===== src/rtl/dims_defines.vh =====
// Purpose: Constants shared by the input mode sequencer and its sample FIFO.
// Assumes: Included by its bare name from rtl/ design files.
// Notes:   Definitions only; no logic lives here.

`ifndef DIMS_DEFINES_VH
`define DIMS_DEFINES_VH

// ************************************************************
// Widths and depths
// ************************************************************
`define DIMS_SAMPLE_W      14
`define DIMS_PAIR_W        28
`define DIMS_FIFO_DEPTH    32
`define DIMS_FIFO_AW       5
`define DIMS_READY_LIMIT   6'd28
`define DIMS_SYNC_W        65
`define DIMS_ALL_ONES      14'h3fff
`define DIMS_MIDSCALE      14'h2000

// ************************************************************
// Register map (byte addresses) and fields
// ************************************************************
`define DIMS_ADDR_CTRL     4'h0
`define DIMS_ADDR_STATUS   4'h4
`define DIMS_ADDR_COUNT    4'h8
`define DIMS_CTRL_RESET    2'h1
`define DIMS_CTRL_EN_BIT   0
`define DIMS_CTRL_DLL_BIT  1
`define DIMS_ST_PAIR_BIT   0
`define DIMS_ST_OVF_BIT    1
`define DIMS_ST_UNDR_BIT   2
`define DIMS_RESP_OKAY     2'h0
`define DIMS_RESP_SLVERR   2'h2

`endif


===== src/rtl/dims_fifo.v =====
// Purpose: Sample-pair FIFO between the input ports and the sequencer.
// Assumes: One clock; writer and reader obey valid/ready.
// Notes:   Storage is flip-flops; level reports the words held.

`timescale 1ns/1ps
`default_nettype none

module dims_fifo #(
	parameter WIDTH = 28,
	parameter DEPTH = 32,
	parameter AW    = 5
) (
	// Clock and reset.
	input  wire             clk,
	input  wire             resetn,
	// Fill side.
	input  wire [WIDTH-1:0] in_data,
	input  wire             in_valid,
	output wire             in_ready,
	// Drain side.
	output wire [WIDTH-1:0] out_data,
	output wire             out_valid,
	input  wire             out_ready,
	// Fill level.
	output wire [AW:0]      level
);

	localparam [AW:0] FULL_COUNT = DEPTH;

	reg [WIDTH-1:0] mem [0:DEPTH-1];  // Word storage.
	reg [AW-1:0]    wr_ptr_reg;       // Next slot to fill.
	reg [AW-1:0]    rd_ptr_reg;       // Oldest word.
	reg [AW:0]      count_reg;        // Words held.

	wire do_wr = in_valid && in_ready;
	wire do_rd = out_valid && out_ready;

	assign in_ready  = (count_reg != FULL_COUNT);
	assign out_valid = (count_reg != {(AW+1){1'b0}});
	assign out_data  = mem[rd_ptr_reg];
	assign level     = count_reg;

	// ************************************************************
	// Storage write; no reset, contents are qualified by count.
	// ************************************************************
	always @(posedge clk)
	begin
		if (do_wr)
		begin
			mem[wr_ptr_reg] <= in_data;
		end
	end

	// ************************************************************
	// Pointers and count.
	// ************************************************************
	always @(posedge clk or negedge resetn)
	begin
		if (!resetn)
		begin
			wr_ptr_reg <= {AW{1'b0}};
			rd_ptr_reg <= {AW{1'b0}};
			count_reg  <= {(AW+1){1'b0}};
		end
		else
		begin
			if (do_wr)
			begin
				wr_ptr_reg <= wr_ptr_reg + 1'b1;
			end
			if (do_rd)
			begin
				rd_ptr_reg <= rd_ptr_reg + 1'b1;
			end
			// Simultaneous push and pop leave the count unchanged.
			if (do_wr && !do_rd)
			begin
				count_reg <= count_reg + 1'b1;
			end
			else if (do_rd && !do_wr)
			begin
				count_reg <= count_reg - 1'b1;
			end
		end
	end

endmodule // dims_fifo

`default_nettype wire


===== src/rtl/dims_sequencer.v =====
// Purpose: Merges two 14-bit differential sample ports into one DAC stream.
// Assumes: 50 MHz clk, async active-low resetn, AXI4-Lite register access.
// Notes:   One output sample per clock; one FIFO pair yields two samples.
//
// Summary of operation
// - Interleave mode outputs A0,B0,A1,B1 alternately.
// - Repeat mode outputs each A twice.
// - Invert mode outputs A then negated A.
// - Zero-stuff mode outputs A then zero.
// - Restart pin holds loop in reset.
// - Invert pin flips loop target clock relation.
// - Level pin high selects LVDS output clock.
// - All-ones code gives true full scale.
// - All-zeros code gives complement full scale.

`timescale 1ns/1ps
`default_nettype none
`include "dims_defines.vh"

module dims_sequencer (
	// Clock and reset.
	input  wire        clk,
	input  wire        resetn,
	// AXI4-Lite write channels.
	input  wire [3:0]  s_axi_awaddr,
	input  wire        s_axi_awvalid,
	output wire        s_axi_awready,
	input  wire [31:0] s_axi_wdata,
	input  wire [3:0]  s_axi_wstrb,
	input  wire        s_axi_wvalid,
	output wire        s_axi_wready,
	output wire [1:0]  s_axi_bresp,
	output wire        s_axi_bvalid,
	input  wire        s_axi_bready,
	// AXI4-Lite read channels.
	input  wire [3:0]  s_axi_araddr,
	input  wire        s_axi_arvalid,
	output wire        s_axi_arready,
	output wire [31:0] s_axi_rdata,
	output wire [1:0]  s_axi_rresp,
	output wire        s_axi_rvalid,
	input  wire        s_axi_rready,
	// Differential sample ports and flow control.
	input  wire [13:0] port_a_true,
	input  wire [13:0] port_a_comp,
	input  wire [13:0] port_b_true,
	input  wire [13:0] port_b_comp,
	input  wire        port_valid,
	output wire        port_ready,
	// Static control pins.
	input  wire        interleave_sel,
	input  wire        single_port_repeat_sel,
	input  wire        single_port_invert_sel,
	input  wire        single_port_zero_stuff_sel,
	input  wire        loop_restart,
	input  wire        clock_invert_sel,
	input  wire        out_clock_level_sel,
	input  wire        sleep,
	// Converter core controls.
	output wire [13:0] current_out_true,
	output wire [13:0] current_out_comp,
	output wire        sample_valid,
	output wire        dll_reset,
	output wire        dll_target_invert,
	output wire        out_clock_lvds_en,
	output wire        low_power
);

	// Sequencer phases.
	localparam PH_FIRST  = 1'b0;
	localparam PH_SECOND = 1'b1;

	// ************************************************************
	// Functions
	// ************************************************************

	// Maps a byte address to a register index; 3 means unmapped.
	function [1:0] reg_index;
		input [3:0] addr;
		begin
			case (addr)
				`DIMS_ADDR_CTRL:   reg_index = 2'd0;
				`DIMS_ADDR_STATUS: reg_index = 2'd1;
				`DIMS_ADDR_COUNT:  reg_index = 2'd2;
				default:           reg_index = 2'd3;
			endcase
		end
	endfunction

	// True when a pair carries exact complements on every bit.
	function pair_ok;
		input [13:0] t;
		input [13:0] c;
		begin
			pair_ok = ((t ^ c) == `DIMS_ALL_ONES);
		end
	endfunction

	// ************************************************************
	// Pin synchronisers
	// ************************************************************

	// Every pin passes two flops; only the second rank is read.
	// Skew across a bus is not corrected, so the source must hold
	// each pair steady for at least three clocks.
	reg [64:0] sync1_reg;  // First rank.
	reg [64:0] sync2_reg;  // Second rank, the only one read.

	always @(posedge clk or negedge resetn)
	begin
		if (!resetn)
		begin
			sync1_reg <= {`DIMS_SYNC_W{1'b0}};
			sync2_reg <= {`DIMS_SYNC_W{1'b0}};
		end
		else
		begin
			sync1_reg <= {port_valid, port_b_comp, port_b_true, port_a_comp,
				port_a_true, interleave_sel, single_port_repeat_sel,
				single_port_invert_sel, single_port_zero_stuff_sel,
				loop_restart, clock_invert_sel, out_clock_level_sel, sleep};
			sync2_reg <= sync1_reg;
		end
	end

	wire        sleep_s   = sync2_reg[0];      // Sleep request.
	wire        level_s   = sync2_reg[1];      // Output clock level.
	wire        cinv_s    = sync2_reg[2];      // Target clock inversion.
	wire        restart_s = sync2_reg[3];      // Loop restart.
	wire [3:0]  mode_s    = sync2_reg[7:4];    // {inter,rep,inv,zs}.
	wire [13:0] a_t       = sync2_reg[21:8];   // Bit 13 is the MSB.
	wire [13:0] a_c       = sync2_reg[35:22];
	wire [13:0] b_t       = sync2_reg[49:36];
	wire [13:0] b_c       = sync2_reg[63:50];
	wire        in_valid  = sync2_reg[64];

	// Mode must be one-hot; anything else parks the output.
	wire mode_ok = (mode_s != 4'h0) && ((mode_s & (mode_s - 4'h1)) == 4'h0);

	// Port B is only checked where interleave uses it.
	wire pair_bad = in_valid && (!pair_ok(a_t, a_c) ||
		(mode_s[3] && !pair_ok(b_t, b_c)));

	// ************************************************************
	// Registers and bus state
	// ************************************************************
	reg [1:0]  ctrl_reg;        // Enable and software loop reset.
	reg [2:0]  sticky_reg;      // Pair error, overflow, underrun.
	reg [31:0] count_reg;       // Samples emitted.
	reg        awready_reg;     // Write address ready.
	reg        wready_reg;      // Write data ready.
	reg        aw_held_reg;     // Address taken, awaiting data.
	reg        w_held_reg;      // Data taken, awaiting address.
	reg [3:0]  awaddr_reg;      // Held write address.
	reg [31:0] wdata_reg;       // Held write data.
	reg [3:0]  wstrb_reg;       // Held byte enables.
	reg        bvalid_reg;      // Write response valid.
	reg [1:0]  bresp_reg;       // Write response code.
	reg        arready_reg;     // Read address ready.
	reg        rvalid_reg;      // Read data valid.
	reg [1:0]  rresp_reg;       // Read response code.
	reg [31:0] rdata_reg;       // Read data.

	// ************************************************************
	// Sample path state
	// ************************************************************
	reg        phase_reg;       // Which half of a pair is next.
	reg        started_reg;     // First pair has been consumed.
	reg [13:0] hold_a_reg;      // Port A sample of current pair.
	reg [13:0] hold_b_reg;      // Port B sample of current pair.
	reg [13:0] code_reg;        // Code on the true output.
	reg [13:0] code_comp_reg;   // Code on the complement output.
	reg        valid_reg;       // A converted sample is on the outputs.
	reg        ready_reg;       // Space advertised to the source.
	reg        dll_rst_reg;     // Loop reset.
	reg        cinv_reg;        // Loop target inversion.
	reg        lvds_reg;        // Output clock at LVDS level.
	reg        sleep_reg;       // Low-power state.

	reg        phase_next;
	reg [13:0] code_next;
	reg        valid_next;

	wire [27:0] fifo_out;
	wire        fifo_out_valid;
	wire        fifo_in_ready;
	wire [5:0]  fifo_level;

	// Conversion runs only when enabled, awake and mode is legal.
	wire running = ctrl_reg[`DIMS_CTRL_EN_BIT] && !sleep_s && mode_ok;
	wire pop     = (phase_reg == PH_FIRST) && running && fifo_out_valid;

	// ************************************************************
	// Sample FIFO
	// ************************************************************
	dims_fifo #(
		.WIDTH (`DIMS_PAIR_W),
		.DEPTH (`DIMS_FIFO_DEPTH),
		.AW    (`DIMS_FIFO_AW)
	) u_fifo (
		.clk       (clk),
		.resetn    (resetn),
		.in_data   ({b_t, a_t}),
		.in_valid  (in_valid),
		.in_ready  (fifo_in_ready),
		.out_data  (fifo_out),
		.out_valid (fifo_out_valid),
		.out_ready (pop),
		.level     (fifo_level)
	);

	// ************************************************************
	// Sequencer next state
	// ************************************************************

	// The first half of a pair is always port A; the second half
	// depends on the mode. Offset binary: zero is midscale and the
	// negation is the two's complement of the code.
	always @*
	begin
		phase_next = phase_reg;
		code_next  = `DIMS_MIDSCALE;
		valid_next = 1'b0;
		case (phase_reg)
			PH_FIRST:
			begin
				if (pop)
				begin
					code_next  = fifo_out[13:0];
					valid_next = 1'b1;
					phase_next = PH_SECOND;
				end
			end
			PH_SECOND:
			begin
				valid_next = 1'b1;
				phase_next = PH_FIRST;
				case (mode_s)
					4'h8:    code_next = hold_b_reg;
					4'h4:    code_next = hold_a_reg;
					4'h2:    code_next = 14'h0000 - hold_a_reg;
					4'h1:    code_next = `DIMS_MIDSCALE;
					default: code_next = `DIMS_MIDSCALE;
				endcase
			end
			default:
			begin
				phase_next = PH_FIRST;
			end
		endcase
	end

	// ************************************************************
	// Sequencer and converter control registers
	// ************************************************************
	always @(posedge clk or negedge resetn)
	begin
		if (!resetn)
		begin
			phase_reg     <= PH_FIRST;
			started_reg   <= 1'b0;
			hold_a_reg    <= 14'h0000;
			hold_b_reg    <= 14'h0000;
			code_reg      <= `DIMS_MIDSCALE;
			code_comp_reg <= ~`DIMS_MIDSCALE;
			valid_reg     <= 1'b0;
			ready_reg     <= 1'b0;
			dll_rst_reg   <= 1'b1;
			cinv_reg      <= 1'b0;
			lvds_reg      <= 1'b0;
			sleep_reg     <= 1'b0;
		end
		else
		begin
			phase_reg     <= phase_next;
			code_reg      <= code_next;
			code_comp_reg <= ~code_next;
			valid_reg     <= valid_next;
			if (pop)
			begin
				hold_a_reg  <= fifo_out[13:0];
				hold_b_reg  <= fifo_out[27:14];
				started_reg <= 1'b1;
			end
			// Margin covers the two sync ranks and this flop.
			ready_reg   <= (fifo_level <= `DIMS_READY_LIMIT);
			dll_rst_reg <= restart_s | ctrl_reg[`DIMS_CTRL_DLL_BIT];
			cinv_reg    <= cinv_s;
			lvds_reg    <= level_s;
			sleep_reg   <= sleep_s;
		end
	end

	// ************************************************************
	// AXI4-Lite write path
	// ************************************************************

	// Address and data are taken in any order; the register is
	// written once both are held, with the response raised in the same clock.
	wire wr_go = aw_held_reg && w_held_reg && !bvalid_reg;
	wire [1:0] wr_idx = reg_index(awaddr_reg);
	wire wr_ctrl = wr_go && (wr_idx == 2'd0) && wstrb_reg[0];
	wire wr_stat = wr_go && (wr_idx == 2'd1) && wstrb_reg[0];

	always @(posedge clk or negedge resetn)
	begin
		if (!resetn)
		begin
			awready_reg <= 1'b1;
			wready_reg  <= 1'b1;
			aw_held_reg <= 1'b0;
			w_held_reg  <= 1'b0;
			awaddr_reg  <= 4'h0;
			wdata_reg   <= 32'h0000_0000;
			wstrb_reg   <= 4'h0;
			bvalid_reg  <= 1'b0;
			bresp_reg   <= `DIMS_RESP_OKAY;
		end
		else
		begin
			if (s_axi_awvalid && awready_reg)
			begin
				awaddr_reg  <= s_axi_awaddr;
				aw_held_reg <= 1'b1;
				awready_reg <= 1'b0;
			end
			if (s_axi_wvalid && wready_reg)
			begin
				wdata_reg  <= s_axi_wdata;
				wstrb_reg  <= s_axi_wstrb;
				w_held_reg <= 1'b1;
				wready_reg <= 1'b0;
			end
			if (wr_go)
			begin
				aw_held_reg <= 1'b0;
				w_held_reg  <= 1'b0;
				bvalid_reg  <= 1'b1;
				bresp_reg   <= (wr_idx == 2'd3) ? `DIMS_RESP_SLVERR : `DIMS_RESP_OKAY;
			end
			// Readies return only after the response is taken.
			if (bvalid_reg && s_axi_bready)
			begin
				bvalid_reg  <= 1'b0;
				awready_reg <= 1'b1;
				wready_reg  <= 1'b1;
			end
		end
	end

	// ************************************************************
	// Software registers and sticky status
	// ************************************************************

	// Status flags clear by writing one; a new event in the same
	// clock as the clear wins, so no event is lost.
	wire [2:0] st_set = {running && (phase_reg == PH_FIRST) && !fifo_out_valid && started_reg,
		in_valid && !fifo_in_ready, pair_bad};
	wire [2:0] st_clr = wr_stat ? wdata_reg[2:0] : 3'h0;

	always @(posedge clk or negedge resetn)
	begin
		if (!resetn)
		begin
			ctrl_reg   <= `DIMS_CTRL_RESET;
			sticky_reg <= 3'h0;
			count_reg  <= 32'h0000_0000;
		end
		else
		begin
			if (wr_ctrl)
			begin
				ctrl_reg <= wdata_reg[1:0];
			end
			sticky_reg <= (sticky_reg & ~st_clr) | st_set;
			// The counter wraps; a write clears it.
			if (wr_go && (wr_idx == 2'd2))
			begin
				count_reg <= 32'h0000_0000;
			end
			else if (valid_next)
			begin
				count_reg <= count_reg + 32'h0000_0001;
			end
		end
	end

	// ************************************************************
	// AXI4-Lite read path
	// ************************************************************
	wire [31:0] status_word = {18'h00000, fifo_level, 2'h0, sleep_reg,
		dll_rst_reg, !mode_ok, sticky_reg};

	always @(posedge clk or negedge resetn)
	begin
		if (!resetn)
		begin
			arready_reg <= 1'b1;
			rvalid_reg  <= 1'b0;
			rresp_reg   <= `DIMS_RESP_OKAY;
			rdata_reg   <= 32'h0000_0000;
		end
		else
		begin
			if (s_axi_arvalid && arready_reg)
			begin
				arready_reg <= 1'b0;
				rvalid_reg  <= 1'b1;
				rresp_reg   <= `DIMS_RESP_OKAY;
				case (reg_index(s_axi_araddr))
					2'd0:    rdata_reg <= {30'h0, ctrl_reg};
					2'd1:    rdata_reg <= status_word;
					2'd2:    rdata_reg <= count_reg;
					default:
					begin
						rdata_reg <= 32'h0000_0000;
						rresp_reg <= `DIMS_RESP_SLVERR;
					end
				endcase
			end
			if (rvalid_reg && s_axi_rready)
			begin
				rvalid_reg  <= 1'b0;
				arready_reg <= 1'b1;
			end
		end
	end

	// ************************************************************
	// Outputs
	// ************************************************************
	assign s_axi_awready     = awready_reg;
	assign s_axi_wready      = wready_reg;
	assign s_axi_bresp       = bresp_reg;
	assign s_axi_bvalid      = bvalid_reg;
	assign s_axi_arready     = arready_reg;
	assign s_axi_rdata       = rdata_reg;
	assign s_axi_rresp       = rresp_reg;
	assign s_axi_rvalid      = rvalid_reg;
	assign port_ready        = ready_reg;
	assign current_out_true  = code_reg;
	assign current_out_comp  = code_comp_reg;
	assign sample_valid      = valid_reg;
	assign dll_reset         = dll_rst_reg;
	assign dll_target_invert = cinv_reg;
	assign out_clock_lvds_en = lvds_reg;
	assign low_power         = sleep_reg;

endmodule // dims_sequencer

`default_nettype wire


===== config.mk =====
export PLATFORM = sky130hd
export DESIGN_NAME = dims_sequencer
export DESIGN_NICKNAME = d
export VERILOG_FILES = /design/src/rtl/dims_fifo.v /design/src/rtl/dims_sequencer.v
export VERILOG_INCLUDE_DIRS = /design/src /design/src/rtl
export SDC_FILE = /design/constraint.sdc
export NUM_CORES = 1
export LEC_CHECK = 0
export BUFFER_PORTS_ARGS = -buffer_cell sky130_fd_sc_hd__buf_2
export CAP_MARGIN = 20
export CELL_PAD_IN_SITES_DETAIL_PLACEMENT = 1
export CELL_PAD_IN_SITES_GLOBAL_PLACEMENT = 2
export CORE_ASPECT_RATIO = 0.7
export CORE_MARGIN = 4
export CORE_UTILIZATION = 52
export DETAILED_ROUTE_END_ITERATION = 10
export PLACE_DENSITY_LB_ADDON = 0.1
export SLEW_MARGIN = 40
export SYNTH_ARGS = -nofsm -noshare
export SYNTH_HDL_FRONTEND = slang
export SYNTH_SLANG_ARGS = --single-unit

===== constraint.sdc =====
create_clock -name clk -period 5.35 [get_ports clk]
set_input_delay 0.535 -clock clk [delete_from_list [all_inputs] [get_ports clk]]
set_output_delay 0.535 -clock clk [all_outputs]
set_load 0.02 [all_outputs]

# Word-level counts from Yosys, hierarchy flattened
# Memories as Yosys holds them, arrays and structs flattened.
# Cells that the tools add are included.
[classes]
n_reduce_logical = 52
addsub = 7
bitwise = 9
order_cmp = 1
eq_ne = 15
muxes = 33
[ops]
columns = ["op", "count"]
rows = [
  ["32-bit one-hot mux with 3 select lines", 1],
  ["32-bit two-way mux", 2],
  ["14-bit one-hot mux with 3 select lines", 1],
  ["32-bit by 1-bit adder with 32-bit output (second input constant)", 1],
  ["14-bit == test (second input constant)", 2],
  ["14-bit one-hot mux with 2 select lines", 1],
  ["14-bit XOR", 2],
  ["1-bit logical AND", 26],
  ["1-bit two-way mux", 17],
  ["2-bit nonzero test", 8],
  ["14-bit two-way mux", 1],
  ["14-bit inverter", 1],
  ["1-bit by 14-bit subtractor with 14-bit output (first input constant)", 1],
  ["4-bit by 3-bit == test with 1-bit output (second input constant)", 3],
  ["4-bit == test (second input constant)", 3],
  ["4-bit logical NOT", 3],
  ["6-bit two-way mux", 2],
  ["2-bit one-hot mux with 3 select lines", 2],
  ["5-bit by 1-bit adder with 5-bit output (second input constant)", 2],
  ["1-bit logical NOT", 9],
  ["6-bit by 1-bit adder with 6-bit output (second input constant)", 1],
  ["2-bit == test (second input constant)", 3],
  ["6-bit by 5-bit <= comparator with 1-bit output (second input constant)", 1],
  ["2-bit two-way mux", 3],
  ["18 further kinds", 21],
]
[word_totals]
output_inout_bits = 75
mem_count = 1
elab_cells = 151
reg_bits = 298
ram_bits = 896
[mem_list]
columns = ["memory", "words", "width", "rd", "rd_ports_with_merged_regs", "wr", "line_no", "rtl"]
rows = [
  ["u_fifo.mem", 32, 28, 1, 0, 1, "dims_fifo.v:30", "reg [WIDTH-1:0] mem [0:DEPTH-1];"],
]

# Longest topological paths before layout
[logic_depth]
ltp_word = 11
mapped_depth = 13
ltp_nobuf = 11

# Hierarchy
# From an unflattened synthesis, not the netlist that was laid out.
[hier_totals]
cells_unflattened = 2467
area_unflattened_um2 = 45337.2
[modules_own_cells]
columns = ["module", "seq_area_each_um2", "area_each_um2", "instances", "cells_per_inst"]
rows = [
  ["dims_fifo", 27306.2, 35023.6, 1, 1601],
  ["dims_sequencer", 7030.5, 10313.6, 1, 866],
]

# Worst setup path after synthesis
# Ideal clock, no wire load.
[synth_path]
path_type = "register to register"
from = "register sync2_reg[4]"
to = "register u_fifo.count_reg[5], in the netlist u_fifo.level[5]"
path_stages_with_launch = 14
arrival_time_ns = 3.076
setup_slack_ns = 2.149
period_less_slack_ns = 3.201
path_buffers = 2
path_cell_list = "dfrtp_1 -> buf_2 -> xor2_1 -> a211o_2 -> and2_1 -> inv_2 -> clkbuf_1 -> ha_1 -> inv_1 -> ha_1 -> o21ai_0 -> nor3_1 -> o211a_1 -> a2111oi_0"
[synth_between]
elab_chain_len = 11
[synth_rtl]
columns = ["element", "line_no", "rtl"]
rows = [
  ["start, declared", "dims_sequencer.v:107", "reg [64:0] sync2_reg;"],
  ["start signal, assigned", "dims_sequencer.v:114", "sync2_reg <= {`DIMS_SYNC_W{1'b0}};"],
  ["start signal, assigned", "dims_sequencer.v:122", "sync2_reg <= sync1_reg;"],
  ["4-bit by 1-bit subtractor with 4-bit output", "dims_sequencer.v:138", "wire mode_ok = (mode_s != 4'h0) && ((mode_s & (mode_s - 4'h1)) == 4'h0);"],
  ["4-bit bitwise AND", "dims_sequencer.v:138", ""],
  ["4-bit logical NOT", "dims_sequencer.v:138", ""],
  ["1-bit logical AND (*)", "dims_sequencer.v:138", ""],
  ["1-bit logical AND (*)", "dims_sequencer.v:190", "wire running = ctrl_reg[`DIMS_CTRL_EN_BIT] && !sleep_s && mode_ok;"],
  ["1-bit logical AND (*) (2 in a row)", "dims_sequencer.v:191", "wire pop = (phase_reg == PH_FIRST) && running && fifo_out_valid;"],
  ["1-bit logical AND (*)", "dims_fifo.v:36", "wire do_rd = out_valid && out_ready;"],
  ["1-bit logical NOT", "dims_fifo.v:76", "if (do_wr && !do_rd)"],
  ["1-bit logical AND", "dims_fifo.v:76", ""],
  ["6-bit two-way mux / 2-bit nonzero test (equally long branches)", "-", ""],
  ["end signal, assigned", "dims_fifo.v:63", "count_reg <= {(AW+1){1'b0}};"],
  ["end signal, assigned", "dims_fifo.v:78", "count_reg <= count_reg + 1'b1;"],
  ["end signal, assigned", "dims_fifo.v:82", "count_reg <= count_reg - 1'b1;"],
  ["end, declared", "dims_fifo.v:33", "reg [AW:0] count_reg;"],
]
# Every way passes the cells marked *; elsewhere a longest branch is shown, timed or not.
# A chain may end at the register's enable or synchronous reset.

# Final worst setup path
[layout_path]
from = "register ctrl_reg[0]"
to = "register u_fifo.count_reg[5], in the netlist u_fifo.level[5]"
[layout_between]
elab_chain_len = 8
[layout_rtl]
columns = ["element", "line_no", "rtl"]
rows = [
  ["start, declared", "dims_sequencer.v:147", "reg [1:0] ctrl_reg;"],
  ["start signal, assigned", "dims_sequencer.v:365", "ctrl_reg <= `DIMS_CTRL_RESET;"],
  ["start signal, assigned", "dims_sequencer.v:373", "ctrl_reg <= wdata_reg[1:0];"],
  ["1-bit logical AND (*) (2 in a row)", "dims_sequencer.v:190", ""],
  ["1-bit logical AND (*) (2 in a row)", "dims_sequencer.v:191", ""],
  ["1-bit logical AND (*)", "dims_fifo.v:36", ""],
  ["1-bit logical NOT", "dims_fifo.v:76", ""],
  ["1-bit logical AND", "dims_fifo.v:76", ""],
  ["6-bit two-way mux / 2-bit nonzero test (equally long branches)", "-", ""],
]
# Marks and branches as above.

==> results.json <==
{
  "status": "finished clean",
  "setup_viol": 0,
  "finalWeightedCongestion": 0.800,
  "wirelength_mm": 120,
  "drt_iter0_drc": 2571,
  "ios": 191,
  "yosys_warnings": 0,
  "path_cells": "or3b_2, a21oi_1, and2_1, buf_4, inv_2, ha_1, inv_1, ha_1, o21ai_0, nor3_1, o211a_1, a2111oi_0",
  "dieArea_um2": 92400,
  "drv_slew": 0,
  "worstMarginPinSlew_ns": 0.901,
  "synthAdderAreaFrac_pct": 0.330,
  "start_util_pct": 52.6,
  "first_pass_iters": 5,
  "final_common_cell": "edfxtp_1",
  "htree_num_levels": 3,
  "ys_ff_latch": 1192,
  "cts_buffers": 109,
  "synth_edf_count": 896,
  "grt_first_pass_wirelength_mm": 175,
  "dp_hpwl_mm": 73.6,
  "grt_max_degree": 113,
  "synth_compound_area_share_pct": 3.43,
  "largest_register_ffs": 896,
  "num-nets-final": 2758,
  "worst_ep_required_time_ns": 5.93,
  "synth.avg_cell_area_um2": 19.7,
  "timing.fmax_mhz": 268,
  "clk_latency_ns": 0.72,
  "power_leakage_uw": 0.0180,
  "crit_buf_inv": 3,
  "slew_headroom_pct": 39.8,
  "arrival_ns": 4.31,
  "fin_crit_ns": 3.73,
  "cp.depth": 12,
  "clock_path_buffers": 3,
  "synth_ff_type": "edfxtp_1",
  "remaining_drc_errors": 0,
  "final_layout_size_suffix_gt1_share_pct": 28.7,
  "synth_simple_gate_area_share_pct": 4.07,
  "avgViaCountPerCell": 6.13,
  "track_usage_pct": 26.2,
  "final_cell_mix": "896 x edfxtp_1, 254 x mux4_2, 249 x dfrtp_1",
  "synth_xor_xnor_area_share_pct": 0.808,
  "hold_class": "primary input to flop",
  "yosysSeqAreaShare_pct": 75.5,
  "rsz0062_at_grt": "false",
  "area_growth_pct": 16.4,
  "syn_area_um2": 45500,
  "diodes": 0,
  "critPathTopFamily": "compound AO/OA/AOI/OAI gates",
  "synth_top_family_by_area": "multiplexers",
  "synthMuxAreaShare_pct": 14.5,
  "cts.repair.resized": 0,
  "crit_fanout": 21,
  "post_cts_buffers": 0,
  "grt_pass1_vias": 24900,
  "cts.hold.buffers_added": 69,
  "cp_slowest_cell": "dfstp_2",
  "post-route-util_pct": 61.2,
  "cts_tree": "yes",
  "max-vdd-ir-drop_mv": 0.386,
  "critPathMaxStageDelay_ns": 0.57,
  "hold_ws_ns": 0.0529,
  "rows": 90,
  "async_flop_share_pct": 24.8,
  "final_hold_viol_count": 0,
  "path_clk_slew_ns": 0.06,
  "fin_area_um2": 53000,
  "routedWlPerCell_um": 30.8,
  "cts_root_buffer": "clkbuf_16",
  "port_buffers": 156,
  "core_area_um2": 86500,
  "cp_common_cell": "ha_1",
  "whs_path_depth": 2,
  "die-width_um": 362,
  "vias": 23800,
  "drv_cap": 0,
  "skew_ns": 0.0273,
  "worst-setup-path-type": "flop to flop",
  "dpl_cell_area_um2": 48600,
  "overflow": 0,
  "timing.final.ws_setup_ns": 1.62,
  "start_kind": "flop",
  "tns_ns": 0,
  "clock-sinks": 1192,
  "post_synth_num_cell_types": 73,
  "post_synth_inst_count": 2314,
  "reg2reg_depth": 12,
  "antenna_left": 0,
  "endpoint_kind": "flop",
  "dp_slack_ns": 1.65,
  "antenna_found_initial": 2,
  "die_h_um": 255,
  "power_density_nw_per_um2": 437,
  "finalCritPeriodShare_pct": 69.6
}
[cell families (layout without fill, tap and decap cells)]
| logic type | after synthesis | count (layout) |
|---|---|---|
| adders and majority gates | 12 | 12 |
| muxes | 340 | 340 |
| AOI/OAI and AO/OA | 239 | 239 |
| and+or+nand+nor | 353 | 353 |
| xor gates and xnor gates | 42 | 42 |
| DFF | 1192 | 1192 |
| other | 1 | 2 |
| buffers and inverters | 135 | 547 |
[Yosys cell counts (4+ instances only)]
cell       instances  area (µm²)
nand3b_1           6        45.0
and2_1             6        37.5
or4_1             13        97.6
nand4_1           15        93.8
o21ai_0           68         340
xor2_1            14         123
nand3_1           25         125
or3_1             21         131
mux2i_1           72         721
dfrtp_1          277        6930
dfstp_2           19         499
nor2b_1           11        68.8
o31ai_1           13        97.6
or2_2              6        37.5
a211oi_1           5        37.5
a22oi_1           39         293
a221oi_1           5        43.8
nor3b_1            6        45.0
o21a_1            12        90.1
clkbuf_1          50         188
a21oi_1           37         185
inv_1             14        52.6
nor4_1            11        68.8
ha_1              12         150
edfxtp_1         896       26900
mux4_2           254        5720
o21ai_1           15        75.1
buf_4             17         128
nor4b_1            5        43.8
nand2_1          120         450
a2bb2oi_1          4        35.0
buf_1             15        56.3
a2111oi_0          4        35.0
and3_1            11        68.8
nor3_1            16        80.1
or3b_2             5        43.8
buf_2             35         175
a21o_1            14         105
mux2_2            14         158
xnor2_1           28         245
nor2_1            58         218
[routing by layer]
| layer | GRT usage (%) | routed length [µm] | vias to the layer above |
|---|---|---|---|
| met5 | 0 | 0 | - |
| met4 | 5.10 | 1960 | 0 |
| met3 | 6.59 | 10100 | 144 |
| met2 | 38.8 | 54300 | 923 |
| met1 | 40.4 | 53100 | 12800 |
| li1 | - | - | 9938 |
[where the power goes]
part / total, µW / switching [µW] / internal (µW)
logic: 4140 / 2230 / 1910
registers: 11300 / 569 / 10700
clock network: 7760 / 3400 / 4360
[worst reg2reg max path, cell delays in order (launching register included)]
cell	delay [ns]
dfstp_2	0.57
or3b_2	0.51
a21oi_1	0.23
and2_1	0.16
buf_4	0.36
inv_2	0.07
ha_1	0.27
inv_1	0.20
ha_1	0.32
o21ai_0	0.33
nor3_1	0.10
o211a_1	0.24
a2111oi_0	0.26
[final timing paths]
kind	startpoint	end	slack, ns
max in group asynchronous	resetn	sync2_reg[21]	3.65
hold reg to reg	sync1_reg[59]	sync2_reg[59]	0.34
hold / removal	s_axi_bready	s_axi_bvalid	0.05
setup / recovery	ctrl_reg[0]	u_fifo.level[5]	1.62
setup reg to reg	ctrl_reg[0]	u_fifo.level[5]	1.62
min in group asynchronous	resetn	sync1_reg[14]	0.28
[through the flow]
step                power, µW  instances
floorplan               14000       2315
CTS                     23300       3875
finish                  23100       3877
global placement        15300       3576
global route            24100       3877
detailed placement      15500       3598
[cell type report]
class                   count  area (µm²)
flip-flops and latches   1192       34400
clock inverters            32         382
clock buffers             176        3170
fillers                  7326       33500
inverters                  15        56.3
repair buffers            324        2700
multi-input cells         988       10800
well taps                1150        1440
(Power assumes the default switching activity.)
